[config.mk]
export PLATFORM = sky130hd
export DESIGN_NAME = eit_ext_irq
export DESIGN_NICKNAME = d
export VERILOG_FILES = /design/src/eit_pkg.sv /design/src/eit_ext_irq.sv
export SDC_FILE = /design/constraint.sdc
export NUM_CORES = 1
export LEC_CHECK = 0
export BUFFER_PORTS_ARGS = -buffer_cell sky130_fd_sc_hd__buf_2
export CELL_PAD_IN_SITES_DETAIL_PLACEMENT = 2
export CELL_PAD_IN_SITES_GLOBAL_PLACEMENT = 2
export CORE_ASPECT_RATIO = 1.4
export CORE_MARGIN = 2
export CORE_UTILIZATION = 36
export DETAILED_ROUTE_END_ITERATION = 8
export PLACE_DENSITY = 0.92
export RECOVER_POWER = 25
export SYNTH_ARGS = -nofsm -noshare
export SYNTH_HDL_FRONTEND = slang
export SYNTH_SLANG_ARGS = --single-unit
[constraint.sdc]
create_clock -name clk -period 6.1 [get_ports clk]
set_clock_uncertainty 0.05 [all_clocks]
set_input_delay 0.305 -clock clk [delete_from_list [all_inputs] [get_ports clk]]
set_output_delay 0.305 -clock clk [all_outputs]
set_load 0.01 [all_outputs]
[src/eit_pkg.sv]
/*
 * Shared constants and types for the external interrupt and transfer
 * trigger block: register offsets, reset values, detection codes,
 * transfer sequencer states and the transfer request carrier.
 * Assumes a 32-bit AXI4-Lite register bus with byte addresses.
 */
package eit_pkg;

	localparam int NUM_IN = 5;
	localparam int ADDR_W = 8;

	// Register byte offsets
	localparam logic [7:0] ADDR_DETECT = 8'h00;
	localparam logic [7:0] ADDR_ENABLE = 8'h04;
	localparam logic [7:0] ADDR_CAUSE = 8'h08;
	localparam logic [7:0] ADDR_CLEAR = 8'h0C;
	localparam logic [7:0] ADDR_SERVICE = 8'h10;
	localparam logic [7:0] ADDR_COUNT0 = 8'h20;
	localparam logic [7:0] COUNT_STRIDE = 8'h04;

	// Values after reset
	localparam logic [9:0] RST_DETECT = 10'h000;
	localparam logic [4:0] RST_ENABLE = 5'h00;
	localparam logic [4:0] RST_CAUSE = 5'h00;
	localparam logic [4:0] RST_SERVICE = 5'h00;

	// Inputs routed to each vector line; bit 0 is the CAN receive input
	localparam logic [4:0] VEC15_MASK = 5'h01;
	localparam logic [4:0] VEC24_MASK = 5'h06;
	localparam logic [4:0] VEC27_MASK = 5'h18;

	localparam logic [1:0] RESP_OKAY = 2'h0;
	localparam logic [1:0] RESP_SLVERR = 2'h2;

	// Bit 0 of the code is the polarity: high level or rising edge
	typedef enum logic [1:0] {
		DET_LOW = 2'h0,
		DET_HIGH = 2'h1,
		DET_FALL = 2'h2,
		DET_RISE = 2'h3
	} eit_detect_e;

	typedef enum logic [1:0] {
		XS_IDLE = 2'b01,
		XS_BUSY = 2'b10
	} eit_xfer_state_e;

	typedef struct packed {
		logic valid;
		logic [2:0] chan;
	} eit_xfer_req_s;

endpackage

[src/eit_ext_irq.sv]
/*
 * External interrupt and automatic transfer trigger with AXI4-Lite
 * register slave. Five inputs (CAN receive plus four pins) are
 * synchronised, detected, latched and routed to interrupts or to
 * transfer requests. Assumes the pins are asynchronous to clk and the
 * transfer engine answers xfer_ack on clk.
 */
`timescale 1ns/10ps

module eit_ext_irq #(
	parameter int CNT_W = 8
) (
	input wire logic clk, // 125 MHz clock
	input wire logic rst, // Synchronous reset, active high
	input wire logic can_rx, // CAN receive line
	input wire logic ext_irq_pin_a, // External pin a
	input wire logic ext_irq_pin_b, // External pin b
	input wire logic ext_irq_pin_c, // External pin c
	input wire logic ext_irq_pin_d, // External pin d
	output eit_pkg::eit_xfer_req_s xfer_req, // Transfer request to engine
	input wire logic xfer_ack, // Transfer done, one cycle
	output logic irq, // Combined interrupt
	output logic irq_vec15, // Vector 15 line
	output logic irq_vec24, // Vector 24 line
	output logic irq_vec27, // Vector 27 line
	input wire logic [7:0] s_axi_awaddr, // Write address
	input wire logic s_axi_awvalid, // Write address valid
	output logic s_axi_awready, // Write address ready
	input wire logic [31:0] s_axi_wdata, // Write data
	input wire logic [3:0] s_axi_wstrb, // Write strobes
	input wire logic s_axi_wvalid, // Write data valid
	output logic s_axi_wready, // Write data ready
	output logic [1:0] s_axi_bresp, // Write response
	output logic s_axi_bvalid, // Write response valid
	input wire logic s_axi_bready, // Write response ready
	input wire logic [7:0] s_axi_araddr, // Read address
	input wire logic s_axi_arvalid, // Read address valid
	output logic s_axi_arready, // Read address ready
	output logic [31:0] s_axi_rdata, // Read data
	output logic [1:0] s_axi_rresp, // Read response
	output logic s_axi_rvalid, // Read data valid
	input wire logic s_axi_rready // Read data ready
);

	localparam int N = eit_pkg::NUM_IN;

	if (CNT_W < 1 || CNT_W > 16) begin : g_chk
		$error("CNT_W must lie between 1 and 16");
	end

	function automatic logic [31:0] merge(input logic [31:0] old_v,
			input logic [31:0] new_v, input logic [3:0] strb);
		logic [31:0] r;
		r = old_v;
		for (int b = 0; b < 4; b++) begin
			if (strb[b]) begin
				r[b*8 +: 8] = new_v[b*8 +: 8];
			end
		end
		return r;
	endfunction

	// Index of the count register hit by addr, N when none
	function automatic logic [2:0] count_idx(input logic [7:0] addr);
		logic [2:0] r;
		r = 3'(N);
		for (int i = 0; i < N; i++) begin
			if (addr == eit_pkg::ADDR_COUNT0 +
					8'(i) * eit_pkg::COUNT_STRIDE) begin
				r = 3'(i);
			end
		end
		return r;
	endfunction

	// Condition test of one input
	function automatic logic detect(input logic [1:0] mode,
			input logic xfer, input logic cur, input logic prev);
		logic r;
		r = 1'b0;
		if (xfer) begin
			r = (cur == mode[0]);
		end else begin
			case (mode)
				eit_pkg::DET_LOW: r = !cur;
				eit_pkg::DET_HIGH: r = cur;
				eit_pkg::DET_FALL: r = prev && !cur;
				eit_pkg::DET_RISE: r = !prev && cur;
				default: r = 1'b0;
			endcase
		end
		return r;
	endfunction

	logic [N-1:0] raw;
	logic [N-1:0] sync1_q;
	logic [N-1:0] sync2_q;
	logic [N-1:0] prev_q;
	logic [9:0] detect_q;
	logic [N-1:0] enable_q;
	logic [N-1:0] cause_q;
	logic [N-1:0] cause_d;
	logic [N-1:0] service_q;
	logic [CNT_W-1:0] count_q [N];
	logic [N-1:0] cond;
	logic [N-1:0] ack_clr;
	logic [N-1:0] ack_last;
	logic [N-1:0] pending;
	logic [N-1:0] live;
	eit_pkg::eit_xfer_state_e xs_q;
	eit_pkg::eit_xfer_req_s req_q;

	logic aw_hold_q;
	logic [7:0] aw_addr_q;
	logic w_hold_q;
	logic [31:0] w_data_q;
	logic [3:0] w_strb_q;
	logic bvalid_q;
	logic [1:0] bresp_q;
	logic rvalid_q;
	logic [31:0] rdata_q;
	logic [1:0] rresp_q;
	logic do_write;
	logic wr_detect;
	logic wr_enable;
	logic wr_clear;
	logic wr_service;
	logic wr_ok;
	logic [2:0] wr_cidx;
	logic [2:0] rd_cidx;
	logic [N-1:0] sw_clr;
	logic [31:0] wr_word;
	logic irq_q;
	logic vec15_q;
	logic vec24_q;
	logic vec27_q;

	// Bit 0 is the CAN receive line, used as a wakeup source
	assign raw = {ext_irq_pin_d, ext_irq_pin_c, ext_irq_pin_b,
		ext_irq_pin_a, can_rx};

	// Reset to the quiet high level: the default low-level code must
	// not latch a false cause while the pipeline refills after reset
	always_ff @(posedge clk) begin
		if (rst) begin
			sync1_q <= '1;
			sync2_q <= '1;
			prev_q <= '1;
		end else begin
			sync1_q <= raw;
			sync2_q <= sync1_q;
			prev_q <= sync2_q;
		end
	end

	always_comb begin
		for (int i = 0; i < N; i++) begin
			cond[i] = detect(detect_q[2*i +: 2], service_q[i],
				sync2_q[i], prev_q[i]);
		end
	end

	// Register write decode
	assign do_write = aw_hold_q && w_hold_q && !bvalid_q;
	assign wr_cidx = count_idx(aw_addr_q);
	assign rd_cidx = count_idx(s_axi_araddr);

	always_comb begin
		wr_detect = 1'b0;
		wr_enable = 1'b0;
		wr_clear = 1'b0;
		wr_service = 1'b0;
		wr_ok = 1'b1;
		if (aw_addr_q == eit_pkg::ADDR_DETECT) begin
			wr_detect = do_write;
		end else if (aw_addr_q == eit_pkg::ADDR_ENABLE) begin
			wr_enable = do_write;
		end else if (aw_addr_q == eit_pkg::ADDR_CLEAR) begin
			wr_clear = do_write;
		end else if (aw_addr_q == eit_pkg::ADDR_SERVICE) begin
			wr_service = do_write;
		end else if (aw_addr_q == eit_pkg::ADDR_CAUSE) begin
			wr_ok = 1'b1;
		end else if (wr_cidx == 3'(N)) begin
			wr_ok = 1'b0;
		end
	end

	assign wr_word = merge(32'h0000_0000, w_data_q, w_strb_q);
	assign sw_clr = wr_clear ? wr_word[N-1:0] : '0;

	// Transfer completion: the last transfer leaves the flag for the CPU
	always_comb begin
		ack_clr = '0;
		ack_last = '0;
		if (xs_q == eit_pkg::XS_BUSY && xfer_ack) begin
			if (count_q[req_q.chan] <= CNT_W'(1)) begin
				ack_last[req_q.chan] = 1'b1;
			end else begin
				ack_clr[req_q.chan] = 1'b1;
			end
		end
	end

	// A new condition wins over a clear in the same cycle
	assign cause_d = cond | (cause_q & ~(sw_clr | ack_clr));

	always_ff @(posedge clk) begin
		if (rst) begin
			cause_q <= eit_pkg::RST_CAUSE;
		end else begin
			cause_q <= cause_d;
		end
	end

	always_ff @(posedge clk) begin
		if (rst) begin
			detect_q <= eit_pkg::RST_DETECT;
			enable_q <= eit_pkg::RST_ENABLE;
		end else begin
			if (wr_detect) begin
				detect_q <= 10'(merge(32'(detect_q), w_data_q,
					w_strb_q));
			end
			if (wr_enable) begin
				enable_q <= N'(merge(32'(enable_q), w_data_q,
					w_strb_q));
			end
		end
	end

	// Hardware drops the service bit after the final transfer
	always_ff @(posedge clk) begin
		if (rst) begin
			service_q <= eit_pkg::RST_SERVICE;
		end else if (wr_service) begin
			service_q <= N'(merge(32'(service_q), w_data_q,
				w_strb_q));
		end else begin
			service_q <= service_q & ~ack_last;
		end
	end

	// Software writes override the hardware decrement
	always_ff @(posedge clk) begin
		if (rst) begin
			for (int i = 0; i < N; i++) begin
				count_q[i] <= '0;
			end
		end else begin
			for (int i = 0; i < N; i++) begin
				if (do_write && wr_cidx == 3'(i)) begin
					count_q[i] <= CNT_W'(merge(32'(count_q[i]),
						w_data_q, w_strb_q));
				end else if ((ack_clr[i] || ack_last[i]) &&
						count_q[i] != '0) begin
					count_q[i] <= count_q[i] - CNT_W'(1);
				end
			end
		end
	end

	// Transfer sequencer, lowest input first
	assign pending = cause_q & enable_q & service_q;

	always_ff @(posedge clk) begin
		if (rst) begin
			xs_q <= eit_pkg::XS_IDLE;
			req_q <= '0;
		end else begin
			case (xs_q)
				eit_pkg::XS_IDLE: begin
					for (int i = N - 1; i >= 0; i--) begin
						if (pending[i]) begin
							req_q.valid <= 1'b1;
							req_q.chan <= 3'(i);
							xs_q <= eit_pkg::XS_BUSY;
						end
					end
				end
				eit_pkg::XS_BUSY: begin
					if (xfer_ack) begin
						req_q.valid <= 1'b0;
						xs_q <= eit_pkg::XS_IDLE;
					end
				end
				default: begin
					xs_q <= eit_pkg::XS_IDLE;
					req_q <= '0;
				end
			endcase
		end
	end

	assign xfer_req = req_q;

	// Interrupt only for inputs on the ordinary path
	assign live = cause_q & enable_q & ~service_q;

	always_ff @(posedge clk) begin
		if (rst) begin
			irq_q <= 1'b0;
			vec15_q <= 1'b0;
			vec24_q <= 1'b0;
			vec27_q <= 1'b0;
		end else begin
			irq_q <= |live;
			vec15_q <= |(live & eit_pkg::VEC15_MASK);
			vec24_q <= |(live & eit_pkg::VEC24_MASK);
			vec27_q <= |(live & eit_pkg::VEC27_MASK);
		end
	end

	assign irq = irq_q;
	assign irq_vec15 = vec15_q;
	assign irq_vec24 = vec24_q;
	assign irq_vec27 = vec27_q;

	// AXI4-Lite write channels, address and data in either order
	assign s_axi_awready = !aw_hold_q && !bvalid_q;
	assign s_axi_wready = !w_hold_q && !bvalid_q;

	always_ff @(posedge clk) begin
		if (rst) begin
			aw_hold_q <= 1'b0;
			aw_addr_q <= '0;
			w_hold_q <= 1'b0;
			w_data_q <= '0;
			w_strb_q <= '0;
			bvalid_q <= 1'b0;
			bresp_q <= eit_pkg::RESP_OKAY;
		end else begin
			if (s_axi_awvalid && s_axi_awready) begin
				aw_hold_q <= 1'b1;
				aw_addr_q <= s_axi_awaddr;
			end
			if (s_axi_wvalid && s_axi_wready) begin
				w_hold_q <= 1'b1;
				w_data_q <= s_axi_wdata;
				w_strb_q <= s_axi_wstrb;
			end
			if (do_write) begin
				aw_hold_q <= 1'b0;
				w_hold_q <= 1'b0;
				bvalid_q <= 1'b1;
				bresp_q <= wr_ok ? eit_pkg::RESP_OKAY
					: eit_pkg::RESP_SLVERR;
			end else if (bvalid_q && s_axi_bready) begin
				bvalid_q <= 1'b0;
			end
		end
	end

	assign s_axi_bvalid = bvalid_q;
	assign s_axi_bresp = bresp_q;

	// Read channel; the clear register reads as zero
	assign s_axi_arready = !rvalid_q;

	always_ff @(posedge clk) begin
		if (rst) begin
			rvalid_q <= 1'b0;
			rdata_q <= '0;
			rresp_q <= eit_pkg::RESP_OKAY;
		end else if (s_axi_arvalid && s_axi_arready) begin
			rvalid_q <= 1'b1;
			rresp_q <= eit_pkg::RESP_OKAY;
			rdata_q <= '0;
			if (s_axi_araddr == eit_pkg::ADDR_DETECT) begin
				rdata_q <= 32'(detect_q);
			end else if (s_axi_araddr == eit_pkg::ADDR_ENABLE) begin
				rdata_q <= 32'(enable_q);
			end else if (s_axi_araddr == eit_pkg::ADDR_CAUSE) begin
				rdata_q <= 32'(cause_q);
			end else if (s_axi_araddr == eit_pkg::ADDR_CLEAR) begin
				rdata_q <= '0;
			end else if (s_axi_araddr == eit_pkg::ADDR_SERVICE) begin
				rdata_q <= 32'(service_q);
			end else if (rd_cidx != 3'(N)) begin
				rdata_q <= 32'(count_q[rd_cidx]);
			end else begin
				rresp_q <= eit_pkg::RESP_SLVERR;
			end
		end else if (rvalid_q && s_axi_rready) begin
			rvalid_q <= 1'b0;
		end
	end

	assign s_axi_rvalid = rvalid_q;
	assign s_axi_rdata = rdata_q;
	assign s_axi_rresp = rresp_q;

endmodule

==> qor.txt, run 1 <==
sinks on the clock net: 128
mux cell area share after synthesis: 7.55%
Slew @ Worst Pin: 2690 ps
largest family of logic cells by synthesized area: simple AND/OR/NAND/NOR gates
Hold Crit Class: in2reg
number of global-route vias before repair: 7180
post-synth top area share: 25.0%
library cells used by synthesis: 64
Setup crit start kind: input port
Worst-path clk slew: 70 ps
DR WL/cell: 27.4 µm
Bufs on Longest Clock Path: 2
Max Cap Violations: 1
Simple-Gate Fraction of Synth Area: 20.9%
ys flop type: dfxtp_1
P per Cell Area: 290 mW/mm²
number of synthesized flops with an enable pin: 40
Worst path slowest cell: clkbuf_1
cts hold-fix bufs: 5
vias after detailed routing: 6597
Final Net Count: 896
Yosys warning count: 0
largest net degree at the start of global routing: 59
Synth Area in Compound Gates: 16.2%
GRT overflow: 0
total track usage: 29.5%
M2 GR Usage: 52.2%
WP data arrival: 4550 ps
Syn Area/Cell: 9.21 µm²
Max-slew headroom: -79.4%
antenna diode count: 0
clock period minus worst slack: 4360 ps
I/O pins: 114
peak supply drop: 214 µV
Initial Util: 36.6%
clock buffer count from CTS: 17
busiest grt layer: met2
detailed-route DRC error count: 0
DR pass1 iterations: 5
Synth area leaders: dfxtp_1 (25%), edfxtp_1 (17%), mux2i_1 (4.8%)
Routability Congestion: 0.885
Req. time, crit path: 6290 ps
DRT Wirelength: 29700 µm
Max Freq: 229 MHz
final setup margin: 1740 ps
initial antenna violation count: 0
failing checks: capacitance limit, slew limit
Die Width: 122 µm
Final Max Tran Viols: 59
XOR/XNOR Fraction of Synth Area: 4.85%
mapped cell area: 0.00704 mm²
root buf cell: clkbuf_16
FF+latch count, synth: 128
fillers: 2134
Syn Inst Count: 765
global-route met1 utilization: 32.8%
GRT met3 Usage: 5.85%
WS Path Type: in2reg
outcome: finished with violations
Die Area: 0.0207 mm²
most used cell, CP: clkbuf_1
Worst setup EP type: flop
# setup viols final: 0
DRT iter0 DRCs: 396
chip height: 169 µm
top post-synthesis cells by count: dfxtp_1 (88), nand2_1 (88), nor2_1 (72)
pre-CTS setup slack: 3060 ps
crit-path cells: clkbuf_1 > clkbuf_1 > nor3_1 > buf_4 > and2_1 > a211oi_1
Antenna Violating Nets Remaining: 0
delay of the slowest critical-path stage: 1970 ps
unrepaired setup endpoints after global routing: false
adder-cell share of the synthesized area: 1.78%
leakage power: 3.01 nW
FFs w/ async S/R, synth: 0%
CP Max Fanout: 58
drt via density: 6.10
post_cts resized: 0
# port buffers: 65
setup tns final: 0 ps
clk_lat worst skew: 450 ps
overall power after layout: 2.33 mW
Final Hold Violating Endpoints: 0
CTS tree: built
Synth area leader: dfxtp_1
P&R area growth vs syn: 14.1%
WP buf/inv: 3
CP delay by family, top: buffers and inverters
global-route wire length before repair: 45200 µm
core footprint: 0.0192 mm²
layout cells sized above 1: 16.2%
Seq/Total Area, Yosys: 42.1%
Row Count: 60
H-tree Lvls: 4
Final Cycle Share: 71.5%
dpl hpwl: 19100 µm
setup bufs post-CTS: 0
logic make-up (layout without fill, tap and decap cells):
kind of cell | after synthesis | count (layout)
flip-flops | 128 | 128
other | 1 | 24
AND/OR/NAND/NOR | 286 | 286
adder cells (fa/ha/maj) | 10 | 10
buffers and inverters | 86 | 132
AO/OA/AOI/OAI | 171 | 171
multiplexers | 44 | 44
XOR/XNOR | 39 | 39
through the flow:
step	hold slack, ps	area [µm²]	utilization, %	std cells
2_1_floorplan	339	7130	-	788
3_3_place_gp	342	7430	38.7	1044
3_5_place_dp	356	7430	38.7	1044
4_1_cts	0.290	8050	41.9	1081
5_1_grt	55.2	8030	41.8	1082
6_report	45.0	8030	41.8	1082
final cells by class:
cell class	instances	area (µm²)	share of cell area, %
multi-input combinational	574	3700	46.1
sequential	128	2960	36.9
clock buffer	17	425	5.30
timing repair buffer	77	402	5.00
tap	248	310	3.86
clock inverter	15	143	1.78
inverter	23	86.3	1.07
flip-flops by register name, indices dropped and copies added (netlist names), 2 cells and up, named ones only:
name         count
aw_addr_q        8
prev_q           5
enable_q         5
w_data_q        10
cause_q          5
detect_q        10
count_q         40
xfer_req         3
sync2_q          5
service_q        5
s_axi_rdata     10
xs_q             2
w_strb_q         2
sync1_q          5
metal layers:
metal  up-vias  share of wire, %
met5         -                 0
li1       2838                 -
met3       109               5.4
met1      3333                37
met4         0               5.6
met2       317                52
cells in the final DEF, fill, tap and decap left out, types with 24 or more instances in the layout:
master     n
a211oi_1  36
conb_1    24
nor2_1    72
a21oi_1   46
o21ai_0   26
nand2_1   88
edfxtp_1  40
dfxtp_1   88
buf_2     45
mux2i_1   34
or2_2     27
tightest hold or removal path, cell delays in order:
cell	delay, ps
buf_2	100
nand2_1	40
a21oi_1	50
path summary, 6_finish.rpt:
path                                      end  cells past startpoint  slack (ps)            from
worst max-delay path            count_q[1][0]                      6        1740             rst
worst min-delay path              w_data_q[2]                      3          40  s_axi_wdata[2]
worst max register to register  count_q[4][0]                      7        2820   count_q[0][1]
worst min register to register     sync2_q[4]                      1         380      sync1_q[4]
report_power, final:
part           switching, mW  leakage [nW]  total (mW)  internal [mW]
clock network          0.481         0.272        1.02          0.540
registers             0.0811          1.13        1.00          0.922
logic                  0.197          1.60       0.306          0.109
total                  0.759          3.01        2.33           1.57
Note: power is estimated with default switching activity, not from simulation.
==> run 2: changes to the inputs <==
--- a/config.mk
+++ b/config.mk
@@ -10,9 +10,9 @@
 export CELL_PAD_IN_SITES_GLOBAL_PLACEMENT = 2
 export CORE_ASPECT_RATIO = 1.4
 export CORE_MARGIN = 2
-export CORE_UTILIZATION = 36
+export CORE_UTILIZATION = 32
 export DETAILED_ROUTE_END_ITERATION = 8
-export PLACE_DENSITY = 0.92
+export PLACE_DENSITY = 0.87
 export RECOVER_POWER = 25
 export SYNTH_ARGS = -nofsm -noshare
 export SYNTH_HDL_FRONTEND = slang
==> constraint.sdc (replaced) <==
create_clock -name clk -period 3.8 [get_ports clk]
set_clock_uncertainty 0.05 [all_clocks]
set_input_delay 0.19 -clock clk [delete_from_list [all_inputs] [get_ports clk]]
set_output_delay 0.19 -clock clk [all_outputs]
set_load 0.01 [all_outputs]
==> run 2 against run 1 <==
Net effect: sequential share of layout area fell by 1.4 points; global-route usage is 3.4 points lower; total power rose by 60%; via count decreased by 1.2%; critical path type unchanged; clock-buffer cell count is 2 higher; die area up 12%; final area grew 3.9%; combinational power increased by 72%; sequential power grew 60%; worst hold slack better by 88 ps; register-to-register slack got worse by 1800 ps; the flow still finishes with violations (capacitance limit, slew limit); setup slack got worse by 980 ps.
==> qor.txt, run 2 (synthesis gave the netlist of run 1 again) <==
part of the power in registers: 43.1%
outcome: finished with violations
# setup viols final: 0
clk_lat worst skew: 440 ps
vias after detailed routing: 6520
fin util: 38.5%
WS Path Type: in2reg
peak supply drop: 313 µV
Req. time, crit path: 3920 ps
Die Width: 129 µm
max reg flops: 40
Die Area: 0.0232 mm²
Non-Filler Instances: 1158
unrepaired setup endpoints after global routing: false
Worst-path clk slew: 60 ps
CP Max Fanout: 35
setup bufs post-CTS: 0
Antenna Violating Nets Remaining: 0
global-route wire length before repair: 45300 µm
placed instance area: 0.00753 mm²
Setup crit start kind: input port
cts hold-fix bufs: 28
Hold Crit Class: in2reg
largest net degree at the start of global routing: 52
H-tree Lvls: 4
Clock Power Share: 42.8%
chip height: 180 µm
Final Max Tran Viols: 36
most frequent cells in the layout: nand2_1 (88), dfxtp_1 (88), nor2_1 (72)
Final Cycle Share: 80.1%
Worst setup EP type: flop
leakage power: 3.12 nW
P&R area growth vs syn: 18.5%
DR pass1 iterations: 5
WP data arrival: 3170 ps
Finished Cell Area: 0.00834 mm²
failing checks: capacitance limit, slew limit
Max Cap Violations: 1
dpl hpwl: 18300 µm
P_sw: 1.15 mW
Routability Congestion: 0.885
Row Count: 64
DRT Wirelength: 29800 µm
layout cells sized above 1: 15.9%
Sw Share: 31.0%
Max Freq: 329 MHz
setup tns final: 0 ps
DRT iter0 DRCs: 418
sinks on the clock net: 128
post_cts resized: 0
clock period minus worst slack: 3040 ps
Max-slew headroom: -21.8%
CTS tree: built
detailed-route DRC error count: 0
Top reg by flops: count_q
I/O pins: 114
Int Power: 2.57 mW
P per Cell Area: 446 mW/mm²
core footprint: 0.0217 mm²
# port buffers: 65
DR WL/cell: 25.7 µm
Final Net Count: 923
Comb pwr share: 14.1%
root buf cell: clkbuf_16
total track usage: 26.1%
Final Hold Violating Endpoints: 0
clock buffer count from CTS: 17
GRT overflow: 0
drt via density: 5.63
fillers: 2356
Initial Util: 32.5%
Bufs on Longest Clock Path: 2
antenna diode count: 0
Cells after DPL: 1098
initial antenna violation count: 0
Slew @ Worst Pin: 1830 ps
number of global-route vias before repair: 7397
-- run 2: path summary, 6_finish.rpt --
check / startpoint / to / slack (ps) / cells past startpoint
setup / recovery: rst / count_q[3][3] / 760 / 7
hold / removal: s_axi_araddr[4] / s_axi_rresp[1] / 130 / 3
setup reg to reg: count_q[0][1] / count_q[2][6] / 1040 / 8
hold reg to reg: sync1_q[4] / sync2_q[4] / 370 / 1
-- run 2: through the flow --
stage	power, mW	worst slack (ps)	hold slack [ps]
after floorplan	1.92	1260	240
after global placement	2.04	1170	324
after detailed placement	2.08	1130	326
after CTS	3.71	1070	126
after global routing	3.83	594	153
final	3.72	757	133
-- run 2: worst max-delay path, stage by stage --
cell	delay [ps]
clkbuf_1	1280
inv_1	870
o41ai_1	280
nor3_1	90
buf_4	200
nor2_1	150
a211oi_1	70
-- run 2: routing by layer --
metal  part of all wire, %  up-vias  wire (µm)  GRT usage [%]
li1                      -     2877          -              -
met1                    37     3302      11100           28.5
met2                    52      240      15500           45.7
met3                   4.0      101       1200           4.52
met4                   6.7        0       1990           16.7
met5                     0        -          0              0
-- run 2: final cells by class --
| class | count | area (µm²) | area share [%] |
|---|---|---|---|
| Sequential cell | 128 | 2960 | 35.5 |
| Clock inverter | 13 | 97.6 | 1.17 |
| Inverter | 23 | 86.3 | 1.03 |
| Timing Repair Buffer | 104 | 658 | 7.89 |
| Tap cell | 297 | 372 | 4.45 |
| Clock buffer | 19 | 464 | 5.56 |
| Multi-Input combinational cell | 574 | 3700 | 44.4 |
-- run 2: power groups by stage --
stage	Combinational (mW)	Clock [mW]	Sequential, mW
2_1_floorplan	0.354	0	1.57
3_3_place_gp	0.432	0	1.61
3_5_place_dp	0.459	0	1.62
4_1_cts	0.509	1.60	1.60
5_1_grt	0.562	1.66	1.61
6_report	0.526	1.59	1.60
